**config.mk**
```make
export PLATFORM = sky130hd
export DESIGN_NAME = acc_top
export DESIGN_NICKNAME = d
export VERILOG_FILES = /design/src/include/acc_pkg.sv /design/src/rtl/acc_sync.sv /design/src/rtl/acc_top.sv
export VERILOG_INCLUDE_DIRS = /design/src /design/src/include
export SDC_FILE = /design/constraint.sdc
export NUM_CORES = 1
export LEC_CHECK = 0
export ABC_AREA = 1
export BUFFER_PORTS_ARGS = -buffer_cell sky130_fd_sc_hd__buf_4
export CORE_MARGIN = 2
export CORE_UTILIZATION = 43
export CTS_CLUSTER_DIAMETER = 120
export CTS_CLUSTER_SIZE = 12
export DETAILED_ROUTE_END_ITERATION = 6
export GPL_ROUTABILITY_DRIVEN = 0
export HOLD_SLACK_MARGIN = 0.02
export PLACE_DENSITY_LB_ADDON = 0.12
export SYNTH_ARGS = -nofsm -noshare
export SYNTH_HDL_FRONTEND = slang
export SYNTH_SLANG_ARGS = --single-unit
```
**constraint.sdc**
```tcl
create_clock -name clk -period 2.35 [get_ports clk]
set_input_delay 0 -clock clk [delete_from_list [all_inputs] [get_ports clk]]
set_output_delay 0 -clock clk [all_outputs]
set_load 0.02 [all_outputs]
```
**src/include/acc_map.svh**
```systemverilog
// Register map, field positions and reset values of the comparator control block.
// Assumes inclusion by bare name from the design files.
`ifndef ACC_MAP_SVH
`define ACC_MAP_SVH

// ----------------------------------------------------------------------------
// Register offsets (byte addresses)
// ----------------------------------------------------------------------------
`define ACC_OFF_CTRL 12'h000
`define ACC_OFF_IRQ_STATUS 12'h004
`define ACC_OFF_IRQ_MASK 12'h008

// ----------------------------------------------------------------------------
// Field positions of the status and control register
// ----------------------------------------------------------------------------
`define ACC_BIT_ENABLE 7
`define ACC_BIT_REF_SEL 6
`define ACC_BIT_FLAG 5
`define ACC_BIT_IRQ_EN 4
`define ACC_BIT_LEVEL 3
`define ACC_BIT_PIN_EN 2
`define ACC_MODE_HI 1
`define ACC_MODE_LO 0

// ----------------------------------------------------------------------------
// Interrupt status bit positions and reset values
// ----------------------------------------------------------------------------
`define ACC_IRQ_BIT_EVENT 0
`define ACC_CTRL_RESET 8'h00
`define ACC_IRQ_RESET 1'h0
`define ACC_ZERO_WORD 32'h0000_0000

`endif

```
**src/include/acc_pkg.sv**
```systemverilog
// Types shared by the comparator control block.
// Assumes nothing of its surroundings.
package acc_pkg;

   // --------------------------------------------------------------------------
   // Edge mode codes
   // --------------------------------------------------------------------------
   typedef enum logic [1:0] {
      ACC_MODE_FALL0 = 2'h0,
      ACC_MODE_RISE = 2'h1,
      ACC_MODE_FALL2 = 2'h2,
      ACC_MODE_BOTH = 2'h3
   } acc_mode_t;

endpackage

```
**src/rtl/acc_sync.sv**
```systemverilog
// Two-stage synchroniser for one asynchronous level.
// Assumes the input may change at any time relative to clk.
`timescale 1ns/100ps

module acc_sync (
   // Clock and reset
   input wire logic clk,
   input wire logic rst_b,
   input wire logic clk_en,
   // Level
   input wire logic async_in,
   output logic sync_out
);

   logic meta_reg;
   logic meta_next;
   logic sync_reg;
   logic sync_next;

   always_comb begin
      meta_next = meta_reg;
      sync_next = sync_reg;
      if (clk_en) begin
         meta_next = async_in;
         sync_next = meta_reg;
      end
   end

   always_ff @(posedge clk or negedge rst_b) begin
      if (!rst_b) begin
         meta_reg <= 1'b0;
         sync_reg <= 1'b0;
      end else begin
         meta_reg <= meta_next;
         sync_reg <= sync_next;
      end
   end

   assign sync_out = sync_reg;

endmodule

```
**src/rtl/acc_top.sv**
```systemverilog
// Control and status logic around an analog voltage comparator, APB slave.
// Assumes the analog comparator sits outside and hands back an async level,
// and that a system reset is applied on exit from powered-down stop states.
// Register map: status and control byte at 0x000, sticky event status at
// 0x004 and its mask at 0x008; only byte lane 0 is decoded.
// Assumes clk_en stays high for the whole of an APB transfer.
`timescale 1ns/100ps

`include "acc_map.svh"

module acc_top (
   // Clock and reset
   input wire logic clk,
   input wire logic rst_b,
   input wire logic clk_en,
   // APB slave
   input wire logic psel,
   input wire logic penable,
   input wire logic pwrite,
   input wire logic [11:0] paddr,
   input wire logic [31:0] pwdata,
   input wire logic [3:0] pstrb,
   output logic [31:0] prdata,
   output logic pready,
   output logic pslverr,
   // Analog comparator controls and result
   output logic comp_power_en,
   output logic reference_select,
   input wire logic comp_out_async,
   // Output pin
   output logic compare_out_pin,
   output logic compare_out_pin_oe,
   // Interrupt and wake
   output logic irq,
   output logic wake_req
);

   // --------------------------------------------------------------------------
   // State
   // --------------------------------------------------------------------------
   logic [7:0] ctrl_reg;
   logic [7:0] ctrl_next;
   logic irq_stat_reg;
   logic irq_stat_next;
   logic irq_mask_reg;
   logic irq_mask_next;
   logic prev_level_reg;
   logic prev_level_next;
   logic pin_reg;
   logic pin_next;
   logic [31:0] rdata_reg;
   logic [31:0] rdata_next;

   // Decode, datapath and field views
   logic level_sync;
   logic level;
   logic rise;
   logic fall;
   logic event_hit;
   logic acc_wr;
   logic acc_rd;
   logic hit_ctrl;
   logic hit_stat;
   logic hit_mask;
   logic lane0_wr;
   logic [7:0] ctrl_view;
   acc_pkg::acc_mode_t mode;
   logic en_bit;
   logic ref_bit;
   logic flag_bit;
   logic ie_bit;
   logic pin_en_bit;
   logic ctrl_wr;
   logic stat_clr;
   logic mask_wr;
   logic native_req;
   logic stat_req;
   logic [31:0] rd_word;

   // --------------------------------------------------------------------------
   // Comparator result path
   // --------------------------------------------------------------------------
   // The analog block resolves the input comparison itself; we only see a level.
   acc_sync u_sync (
      .clk(clk),
      .rst_b(rst_b),
      .clk_en(clk_en),
      .async_in(comp_out_async),
      .sync_out(level_sync)
   );

   // --------------------------------------------------------------------------
   // Edge detection
   // --------------------------------------------------------------------------
   // Gating with enable keeps the level at zero while the analog side is off
   assign level = level_sync & ctrl_reg[`ACC_BIT_ENABLE];
   assign mode = acc_pkg::acc_mode_t'(ctrl_reg[`ACC_MODE_HI:`ACC_MODE_LO]);

   // Compare with the previous sample of the gated, synchronised level
   always_comb begin
      rise = 1'b0;
      fall = 1'b0;
      if (level != prev_level_reg) begin
         rise = level;
         fall = prev_level_reg;
      end
   end

   always_comb begin
      event_hit = 1'b0;
      // Two codes share the falling-edge meaning
      unique case (mode)
         acc_pkg::ACC_MODE_FALL0: event_hit = fall;
         acc_pkg::ACC_MODE_RISE: event_hit = rise;
         acc_pkg::ACC_MODE_FALL2: event_hit = fall;
         acc_pkg::ACC_MODE_BOTH: event_hit = rise | fall;
      endcase
      // Disabling the module can make an apparent falling edge; only count while on
      event_hit = event_hit & ctrl_reg[`ACC_BIT_ENABLE];
   end

   // --------------------------------------------------------------------------
   // Bus decode
   // --------------------------------------------------------------------------
   // Zero wait states: every access completes in its first access cycle
   assign pready = 1'b1;
   assign acc_wr = psel & penable & pwrite;
   assign acc_rd = psel & ~penable & ~pwrite;
   assign hit_ctrl = (paddr == `ACC_OFF_CTRL);
   assign hit_stat = (paddr == `ACC_OFF_IRQ_STATUS);
   assign hit_mask = (paddr == `ACC_OFF_IRQ_MASK);
   assign lane0_wr = acc_wr & pstrb[0];
   // Unmapped offsets answer with an error and change nothing
   assign pslverr = psel & penable & ~(hit_ctrl | hit_stat | hit_mask);

   // Software sees the live level in place of the unstored bit
   always_comb begin
      ctrl_view = ctrl_reg;
      ctrl_view[`ACC_BIT_LEVEL] = level;
   end

   // --------------------------------------------------------------------------
   // Field views
   // --------------------------------------------------------------------------
   // Named views of the stored control fields
   assign en_bit = ctrl_reg[`ACC_BIT_ENABLE];
   assign ref_bit = ctrl_reg[`ACC_BIT_REF_SEL];
   assign flag_bit = ctrl_reg[`ACC_BIT_FLAG];
   assign ie_bit = ctrl_reg[`ACC_BIT_IRQ_EN];
   assign pin_en_bit = ctrl_reg[`ACC_BIT_PIN_EN];

   // --------------------------------------------------------------------------
   // Control register
   // --------------------------------------------------------------------------
   // Only byte lane 0 carries fields; a write with it masked is dropped
   assign ctrl_wr = clk_en & lane0_wr & hit_ctrl;

   always_comb begin
      ctrl_next = ctrl_reg;
      if (ctrl_wr) begin
         ctrl_next[`ACC_BIT_ENABLE] = pwdata[`ACC_BIT_ENABLE];
         ctrl_next[`ACC_BIT_REF_SEL] = pwdata[`ACC_BIT_REF_SEL];
         ctrl_next[`ACC_BIT_IRQ_EN] = pwdata[`ACC_BIT_IRQ_EN];
         ctrl_next[`ACC_BIT_PIN_EN] = pwdata[`ACC_BIT_PIN_EN];
         ctrl_next[`ACC_MODE_HI:`ACC_MODE_LO] = pwdata[`ACC_MODE_HI:`ACC_MODE_LO];
         // Write one clears; writing zero leaves the flag alone
         if (pwdata[`ACC_BIT_FLAG]) begin
            ctrl_next[`ACC_BIT_FLAG] = 1'b0;
         end
      end
      // Set beats a same-cycle clear so no event is lost
      if (clk_en && event_hit) begin
         ctrl_next[`ACC_BIT_FLAG] = 1'b1;
      end
      // The level bit is never stored; it is always read live
      ctrl_next[`ACC_BIT_LEVEL] = 1'b0;
   end

   // Powered-down stop exits arrive as a system reset, which clears everything
   always_ff @(posedge clk or negedge rst_b) begin
      if (!rst_b) begin
         ctrl_reg <= `ACC_CTRL_RESET;
      end else begin
         ctrl_reg <= ctrl_next;
      end
   end

   // --------------------------------------------------------------------------
   // Interrupt status and mask
   // --------------------------------------------------------------------------
   // Second interrupt path: a sticky copy of every event behind its own mask
   assign stat_clr = clk_en & lane0_wr & hit_stat & pwdata[`ACC_IRQ_BIT_EVENT];
   assign mask_wr = clk_en & lane0_wr & hit_mask;

   always_comb begin
      irq_stat_next = irq_stat_reg;
      irq_mask_next = irq_mask_reg;
      if (stat_clr) begin
         irq_stat_next = 1'b0;
      end
      if (mask_wr) begin
         irq_mask_next = pwdata[`ACC_IRQ_BIT_EVENT];
      end
      // Same priority as the flag: an event in the clearing cycle survives
      if (clk_en && event_hit) begin
         irq_stat_next = 1'b1;
      end
   end

   always_ff @(posedge clk or negedge rst_b) begin
      if (!rst_b) begin
         irq_stat_reg <= `ACC_IRQ_RESET;
         irq_mask_reg <= `ACC_IRQ_RESET;
      end else begin
         irq_stat_reg <= irq_stat_next;
         irq_mask_reg <= irq_mask_next;
      end
   end

   // --------------------------------------------------------------------------
   // Edge history and output pin
   // --------------------------------------------------------------------------
   // History follows the gated level so a disabled block shows no edges
   always_comb begin
      prev_level_next = prev_level_reg;
      pin_next = pin_reg;
      if (clk_en) begin
         prev_level_next = level;
         // Enables taken from the next state keep pin and output enable in step
         pin_next = level_sync & ctrl_next[`ACC_BIT_ENABLE] & ctrl_next[`ACC_BIT_PIN_EN];
      end
   end

   always_ff @(posedge clk or negedge rst_b) begin
      if (!rst_b) begin
         prev_level_reg <= 1'b0;
         pin_reg <= 1'b0;
      end else begin
         prev_level_reg <= prev_level_next;
         pin_reg <= pin_next;
      end
   end

   // --------------------------------------------------------------------------
   // Read data
   // --------------------------------------------------------------------------
   // Unmapped offsets read as zero
   always_comb begin
      rd_word = `ACC_ZERO_WORD;
      if (hit_ctrl) begin
         rd_word[`ACC_BIT_ENABLE:`ACC_MODE_LO] = ctrl_view;
      end else if (hit_stat) begin
         rd_word[`ACC_IRQ_BIT_EVENT] = irq_stat_reg;
      end else if (hit_mask) begin
         rd_word[`ACC_IRQ_BIT_EVENT] = irq_mask_reg;
      end
   end

   // Captured in the setup cycle so prdata is already steady in the access phase
   always_comb begin
      rdata_next = rdata_reg;
      if (clk_en && acc_rd) begin
         rdata_next = rd_word;
      end
   end

   always_ff @(posedge clk or negedge rst_b) begin
      if (!rst_b) begin
         rdata_reg <= `ACC_ZERO_WORD;
      end else begin
         rdata_reg <= rdata_next;
      end
   end

   // --------------------------------------------------------------------------
   // Outputs
   // --------------------------------------------------------------------------
   assign prdata = rdata_reg;
   assign comp_power_en = en_bit;
   assign reference_select = ref_bit;
   assign compare_out_pin = pin_reg;
   // Pin enable doubles as the pin's output enable
   assign compare_out_pin_oe = pin_en_bit;
   assign native_req = flag_bit & ie_bit;
   assign stat_req = irq_stat_reg & irq_mask_reg;
   // Native request plus the masked sticky-status path share one output
   assign irq = native_req | stat_req;
   // Wake needs no clock of its own; it is a level the power controller watches
   assign wake_req = native_req;

endmodule

```
==> results of run 1 <==
worst register-to-register path: stages (launching register included):
cell	delay, ps
dfrtp_1	470
nand2_1	130
inv_1	50
ha_1	260
o21ai_0	150
o2111ai_1	160
nand2_1	110
layout make-up:
cell class	count	area, um2
fillers	250	1150
inverters	18	67.6
flip-flops and latches	21	526
multi-input cells	114	599
repair buffers	52	418
well taps	31	38.8
clock buffers	4	26.3
power groups by stage:
stage | combinational [mW] | clock, mW | sequential [mW]
3_5_place_dp | 0.107 | 0 | 0.374
5_1_grt | 0.134 | 0.194 | 0.368
6_report | 0.122 | 0.174 | 0.367
4_1_cts | 0.122 | 0.181 | 0.367
3_3_place_gp | 0.106 | 0 | 0.374
2_1_floorplan | 0.0927 | 0 | 0.374
cells in the final DEF (no fill, tap or decap), types with 2 or more instances in the layout:
master and instances:
o21ai_0 11, nand4_1 2, inv_1 16, nor3_1 2, nor2_2 2, o31ai_1 3, ha_1 2, nand3_4 2
nor2_1 3, dlygate4sd3_1 11, clkbuf_4 3, dfrtp_1 21, nand3_1 6, nand2_2 6, conb_1 25, nand2_1 40
buf_4 41, nor2_4 2, inv_2 2, nand3_2 2
metrics by stage:
| stage | area, um2 | total power [mW] | std cells |
|---|---|---|---|
| 2_1_floorplan | 1390 | 0.466 | 180 |
| 3_3_place_gp | 1540 | 0.480 | 225 |
| 3_5_place_dp | 1540 | 0.481 | 225 |
| 4_1_cts | 1680 | 0.670 | 240 |
| 5_1_grt | 1680 | 0.696 | 240 |
| 6_report | 1680 | 0.663 | 240 |
what timing repair did:
action	CTS	global route
hold buffers	11	0
endpoints found under the hold margin	31	0
setup endpoints to repair	0	0
layer usage:
layer,wire length (um),GRT usage (%)
met1,1050,19.2
met2,1300,29.2
met3,123,3.49
met4,61,8.12
met5,0,0
cell families (layout without fill, tap and decap cells):
kind of cell	after synthesis	after routing	synth area share, %
AND/OR/NAND/NOR	69	69	28.5
adder cells (fa/ha/maj)	2	2	1.92
AO/OA/AOI/OAI	18	18	8.24
other	2	25	0.575
buffers and inverters	45	74	20.5
flip-flops	21	21	40.2
worst min-delay path by stage:
stage	from	endpoint	depth (start not counted)
after detailed placement	rst_b	prdata[6]$_DFFE_PN0P_	1
after CTS	paddr[2]	irq_mask_reg$_DFFE_PN0P_	4
after floorplan	rst_b	compare_out_pin$_DFFE_PN0P_	0
after global routing	paddr[2]	irq_mask_reg$_DFFE_PN0P_	4
final	paddr[2]	irq_mask_reg$_DFFE_PN0P_	4
after global placement	rst_b	ctrl_reg[6]$_DFFE_PN0N_	1
==> key figures, run 1 <==
Final layout
  – Number of flip-flops in the largest register: 8
  – Final net count: 267
  – Core occupancy in the finished layout: 59.2%
  – Fraction of final layout cells with drive strength greater than 1: 30.1%
  – Count of inserted antenna diode cells: 0
  – Area growth from synthesis to layout: 28.3%

Synth
  – Commonest cells post-synth: 40 x nand2_1, 26 x buf_4, 21 x dfrtp_1, 16 x inv_1, 11 x o21ai_0
  – Cells taking the most area after synthesis: dfrtp_1 40%, buf_4 15%, nand2_1 11%
  – Share of the synthesized area in the top cell type: 40.2%
  – Most common flop cell mapped by yosys: dfrtp_1
  – Post-synthesis register bit count: 21
  – Mean instance size in the synthesized netlist: 8.32 um2
  – YS warnings: 0
  – Number of synthesized flops with an enable pin: 0
  – Largest area contributor in the netlist: dfrtp_1
  – Fraction of the yosys area taken by sequential cells: 40.2%
  – Count of mapped cells out of synthesis: 157
  – Share of flip-flops with an asynchronous set or reset after synthesis: 100%
  – Most common cell in the synthesized netlist: nand2_1
  – Post-synthesis instance area: 1310 um2
  – Number of unique standard cell types used by synthesis: 25

Clocking
  – CTS buffer count: 3
  – Number of clock sinks: 21
  – Clock tree from TritonCTS: done
  – Buffer count from post-CTS setup fixing: 0
  – H-tree lvl count: 1
  – Post-cts sizing count: 0
  – Maximum clock insertion buffer count: 2
  – CTS clk-pin slew, worst paths: 120 ps
  – Root buf cell: clkbuf_4
  – Clock network latency to the later pin of the worst-skew pair: 300 ps

Power
  – Power share of the combinational group: 18.4%
  – Switching Fraction: 27.8%
  – Clock power frac: 26.3%
  – NetSw: 184 uW
  – Worst ir drop on vdd: 183 uV
  – Leakage power: 0.949 nW
  – Cell Int Power: 479 uW
  – Fraction of power consumed by sequential logic: 55.4%
  – Total power density per cell area: 396 nW/um2

Detailed routing
  – DR DRC count: 0
  – Starting DRT DRC Count: 40
  – Iteration count of the initial detailed-routing pass: 4
  – Average wire length per cell after detail routing: 10.6 um
  – Via/cell ratio: 4.63
  – Antenna violation net count after detailed routing: 0
  – Total length of routed wires: 2.54 mm
  – Routed vias: 1111

Floorplan
  – Placeable core region: 2830 um2
  – I/O pin total: 95
  – Number of placement rows: 19
  – Die Ht: 59.1 um
  – Die boundary width: 59.1 um
  – Effective utilization at floorplan: 46.2%
  – Die outline area: 3490 um2

Worst setup path
  – Startpoint class of the critical path: flip-flop
  – Capturing point of the worst reg2reg path: ctrl_reg[5]$_DFFE_PN0P_
  – Start point of the critical path: ctrl_reg[7]$_DFF_PN0_
  – Endpoint required time on the critical path: 2600 ps
  – Slowest library cell on the worst path: dfrtp_1
  – Dominant cell type by count on the critical path: nand2_1
  – CP Max Fanout: 5
  – Critical path destination: ctrl_reg[5]$_DFFE_PN0P_
  – Gate family responsible for the most delay along the worst path: flip-flops
  – WP data arrival: 1630 ps
  – Nature of the critical path endpoint: flip-flop
  – Critical path buffer and inverter count: 1
  – CP peak stage delay: 470 ps
  – Stages on the worst setup path: 6
  – Register-to-Register Setup Slack: 970 ps
  – Reg-to-Reg Start: ctrl_reg[7]$_DFF_PN0_
  – Critical path class: flip-flop to flip-flop
  – Chain of cells forming the critical path: nand2_1 > inv_1 > ha_1 > o21ai_0 > o2111ai_1 > nand2_1
  – Reg2reg path depth: 6

STA
  – Final period util: 58.6%
  – Final Max Tran Viols: 0
  – Total of endpoints with negative setup slack in the final report: 0
  – Clock tree skew after final layout: 4.93 ps
  – Unrepaired setup endpoints after global routing: false
  – Fmax: 726 MHz
  – Clock period minus worst slack: 1380 ps
  – Hold Violations, Final: 0
  – Setup slack after layout: 973 ps
  – Final hold slack: 39.8 ps
  – TNS Setup: 0 ps

Run
  – Total of max-cap violations: 0

Run status
  – Run status: completed

Global routing
  – Number of global-route vias before repair: 1064
  – Initial antenna violation count: 0
  – Wire length of the first global-routing pass: 4.38 mm
  – Maximum number of pins on one net before global-route repair: 22
  – GRT Total Usage: 16.7%
  – Overall overflow remaining after global route: 0

Placed design
  – Pre-CTS setup slack: 998 ps
  – Count of buffers from port buffering: 41
  – Half-perimeter wire length of the detailed placement result: 1.96 mm

Hold path
  – Kind of path behind the tightest hold check: input port to flip-flop
Power figures use the tool's default switching activity.
==> inputs of run 2 (changes only) <==
--- a/config.mk
+++ b/config.mk
@@ -9,7 +9,7 @@
 export ABC_AREA = 1
 export BUFFER_PORTS_ARGS = -buffer_cell sky130_fd_sc_hd__buf_4
 export CORE_MARGIN = 2
-export CORE_UTILIZATION = 43
+export CORE_UTILIZATION = 36
 export CTS_CLUSTER_DIAMETER = 120
 export CTS_CLUSTER_SIZE = 12
 export DETAILED_ROUTE_END_ITERATION = 6
==> constraint.sdc (replaced) <==
create_clock -name clk -period 1.2 [get_ports clk]
set_input_delay 0 -clock clk [delete_from_list [all_inputs] [get_ports clk]]
set_output_delay 0 -clock clk [all_outputs]
set_load 0.02 [all_outputs]
==> run 2 against run 1 <==
Cell count rose by 8.8%. Core utilization fell by 7.2 points. First-iteration DRC count did not move. Sequential share of layout area fell by 1.7 points. Die area rose by 18%. Critical path type unchanged.
==> key figures, run 2 (synthesis results as in run 1) <==
Detailed routing
  – Via/cell ratio: 4.31 (-7.0%)
  – Antenna violation net count after detailed routing: 0 (unchanged)
  – Total length of routed wires: 2.63 mm (+3.6%)
  – Iteration count of the initial detailed-routing pass: 4 (unchanged)
  – Routed vias: 1124 (+1.2%)
  – Starting DRT DRC Count: 40 (unchanged)
  – Average wire length per cell after detail routing: 10.1 um (-4.7%)
  – DR DRC count: 0 (unchanged)

Placed design
  – Half-perimeter wire length of the detailed placement result: 2.10 mm (+7.3%)
  – Post-place instance area: 1580 um2 (+2.9%)
  – Count of buffers from port buffering: 41 (unchanged)

Global routing
  – Maximum number of pins on one net before global-route repair: 22 (unchanged)
  – Initial antenna violation count: 0 (unchanged)
  – Overall overflow remaining after global route: 0 (unchanged)
  – Number of global-route vias before repair: 1075 (+1.0%)
  – Wire length of the first global-routing pass: 4.43 mm (+1.1%)
  – GRT Total Usage: 13.4% (-3.3 points)

Final layout
  – Number of flip-flops in the largest register: 8 (unchanged)
  – Final standard cell area without fillers: 1780 um2 (+6.0%)
  – Final net count: 273 (+2.2%)
  – Area growth from synthesis to layout: 35.9%
  – Most frequent cells in the layout: 46 x buf_4, 39 x nand2_1, 25 x conb_1
  – Most common library cell in the layout ignoring fill and taps: buf_4
  – Fraction of final layout cells with drive strength greater than 1: 35.3% (+5.2 points)
  – Count of inserted antenna diode cells: 0 (unchanged)

Run status
  – Run status: completed

Floorplan
  – Number of placement rows: 21 (+2)
  – Die outline area: 4130 um2 (+18%)
  – Die Ht: 64.2 um (+8.7%)
  – I/O pin total: 95 (unchanged)
  – Placeable core region: 3420 um2 (+21%)
  – Die boundary width: 64.2 um (+8.7%)
  – Effective utilization at floorplan: 38.2% (-7.9 points)

STA
  – Final period util: 95.6% (+37 points)
  – Fmax: 872 MHz (+20%)
  – Unrepaired setup endpoints after global routing: true
  – Total of endpoints with negative setup slack in the final report: 0 (unchanged)
  – Final Max Tran Viols: 0 (unchanged)
  – Clock tree skew after final layout: 1.23 ps (-3.69 ps)
  – Hold Violations, Final: 0 (unchanged)
  – Clock period minus worst slack: 1150 ps (-230 ps)

Worst setup path
  – Startpoint class of the critical path: flip-flop
  – Nature of the critical path endpoint: flip-flop
  – WP data arrival: 1390 ps (-240 ps)
  – CP Max Fanout: 2 (-3)
  – Endpoint required time on the critical path: 1450 ps (-1150 ps)
  – Critical path class: flip-flop to flip-flop

Power
  – Leakage power: 0.975 nW (+2.8%)
  – Worst ir drop on vdd: 285 uV (+56%)
  – Total power density per cell area: 731 nW/um2 (+85%)
  – Post-layout power: 1.30 mW (+96%)

Clocking
  – Number of clock sinks: 21 (unchanged)
  – Clock tree from TritonCTS: done
  – Root buf cell: clkbuf_4
  – CTS clk-pin slew, worst paths: 110 ps (about the same)
  – Maximum clock insertion buffer count: 2 (unchanged)
  – H-tree lvl count: 1 (unchanged)
  – Clock network latency to the later pin of the worst-skew pair: 300 ps (about the same)
  – CTS buffer count: 3 (unchanged)

Run
  – Total of max-cap violations: 0 (unchanged)

Hold path
  – Kind of path behind the tightest hold check: input port to flip-flop
## run 2: layout make-up
type | count | area, um2
Tap cell | 46 | 57.6
Sequential cell | 21 | 527
Fill cell | 333 | 1640
Inverter | 18 | 70.1
Clock buffer | 4 | 26.3
Timing Repair Buffer | 58 | 467
Multi-Input combinational cell | 114 | 628
## run 2: what timing repair did
item	in CTS	in global routing
pin swaps	5	6
hold buffers	11	0
endpoints found under the hold margin	31	0
buffers inserted	1	2
endpoints found under the setup margin	2	4
gates resized for setup	4	3
## run 2: worst max-delay path: stages (launching register included)
cell,delay (ps)
dfrtp_1,410
nand2_2,90
inv_2,50
ha_4,220
o21ai_2,130
o2111ai_2,120
nand2_1,80
## run 2: routing by layer
metal	global-route usage (%)	wire length (um)	vias up
li1	-	-	562
met1	15.9	1140	524
met2	24.3	1330	36
met3	1.41	133	2
met4	5.59	24	0
met5	0	0	-
## run 2: path summary, 6_finish.rpt
check,startpoint,endpoint,slack [ps],cells after the start
max reg2reg,u_sync.sync_out$_DFFE_PN0P_,irq_stat_reg$_DFFE_PN0P_,50,6
min,paddr[2],irq_mask_reg$_DFFE_PN0P_,50,4
max,u_sync.sync_out$_DFFE_PN0P_,irq_stat_reg$_DFFE_PN0P_,50,6
max in group asynchronous,rst_b,ctrl_reg[7]$_DFF_PN0_,870,2
min in group asynchronous,rst_b,prdata[6]$_DFFE_PN0P_,110,2
min reg2reg,prdata[7]$_DFFE_PN0P_,prdata[7]$_DFFE_PN0P_,490,2
## run 2: report_power, final
group	total [mW]	leakage, nW	switching, mW	internal (mW)
registers	0.719	0.273	0.00484	0.714
logic	0.248	0.687	0.147	0.101
clock network	0.330	0.0150	0.201	0.129
## run 2: stage by stage
stage	cells	hold slack (ps)	util [%]	TNS, ps	worst slack, ps
CTS	259	39.2	51.2	0	12.3
floorplan	180	-296	-	-41.3	-20.6
detailed placement	243	-104	46.4	0	1.33
finish	261	48.4	52.0	0	53.4
global placement	243	-101	46.4	0	41.4
global route	261	68.2	52.0	-28.7	-14.0
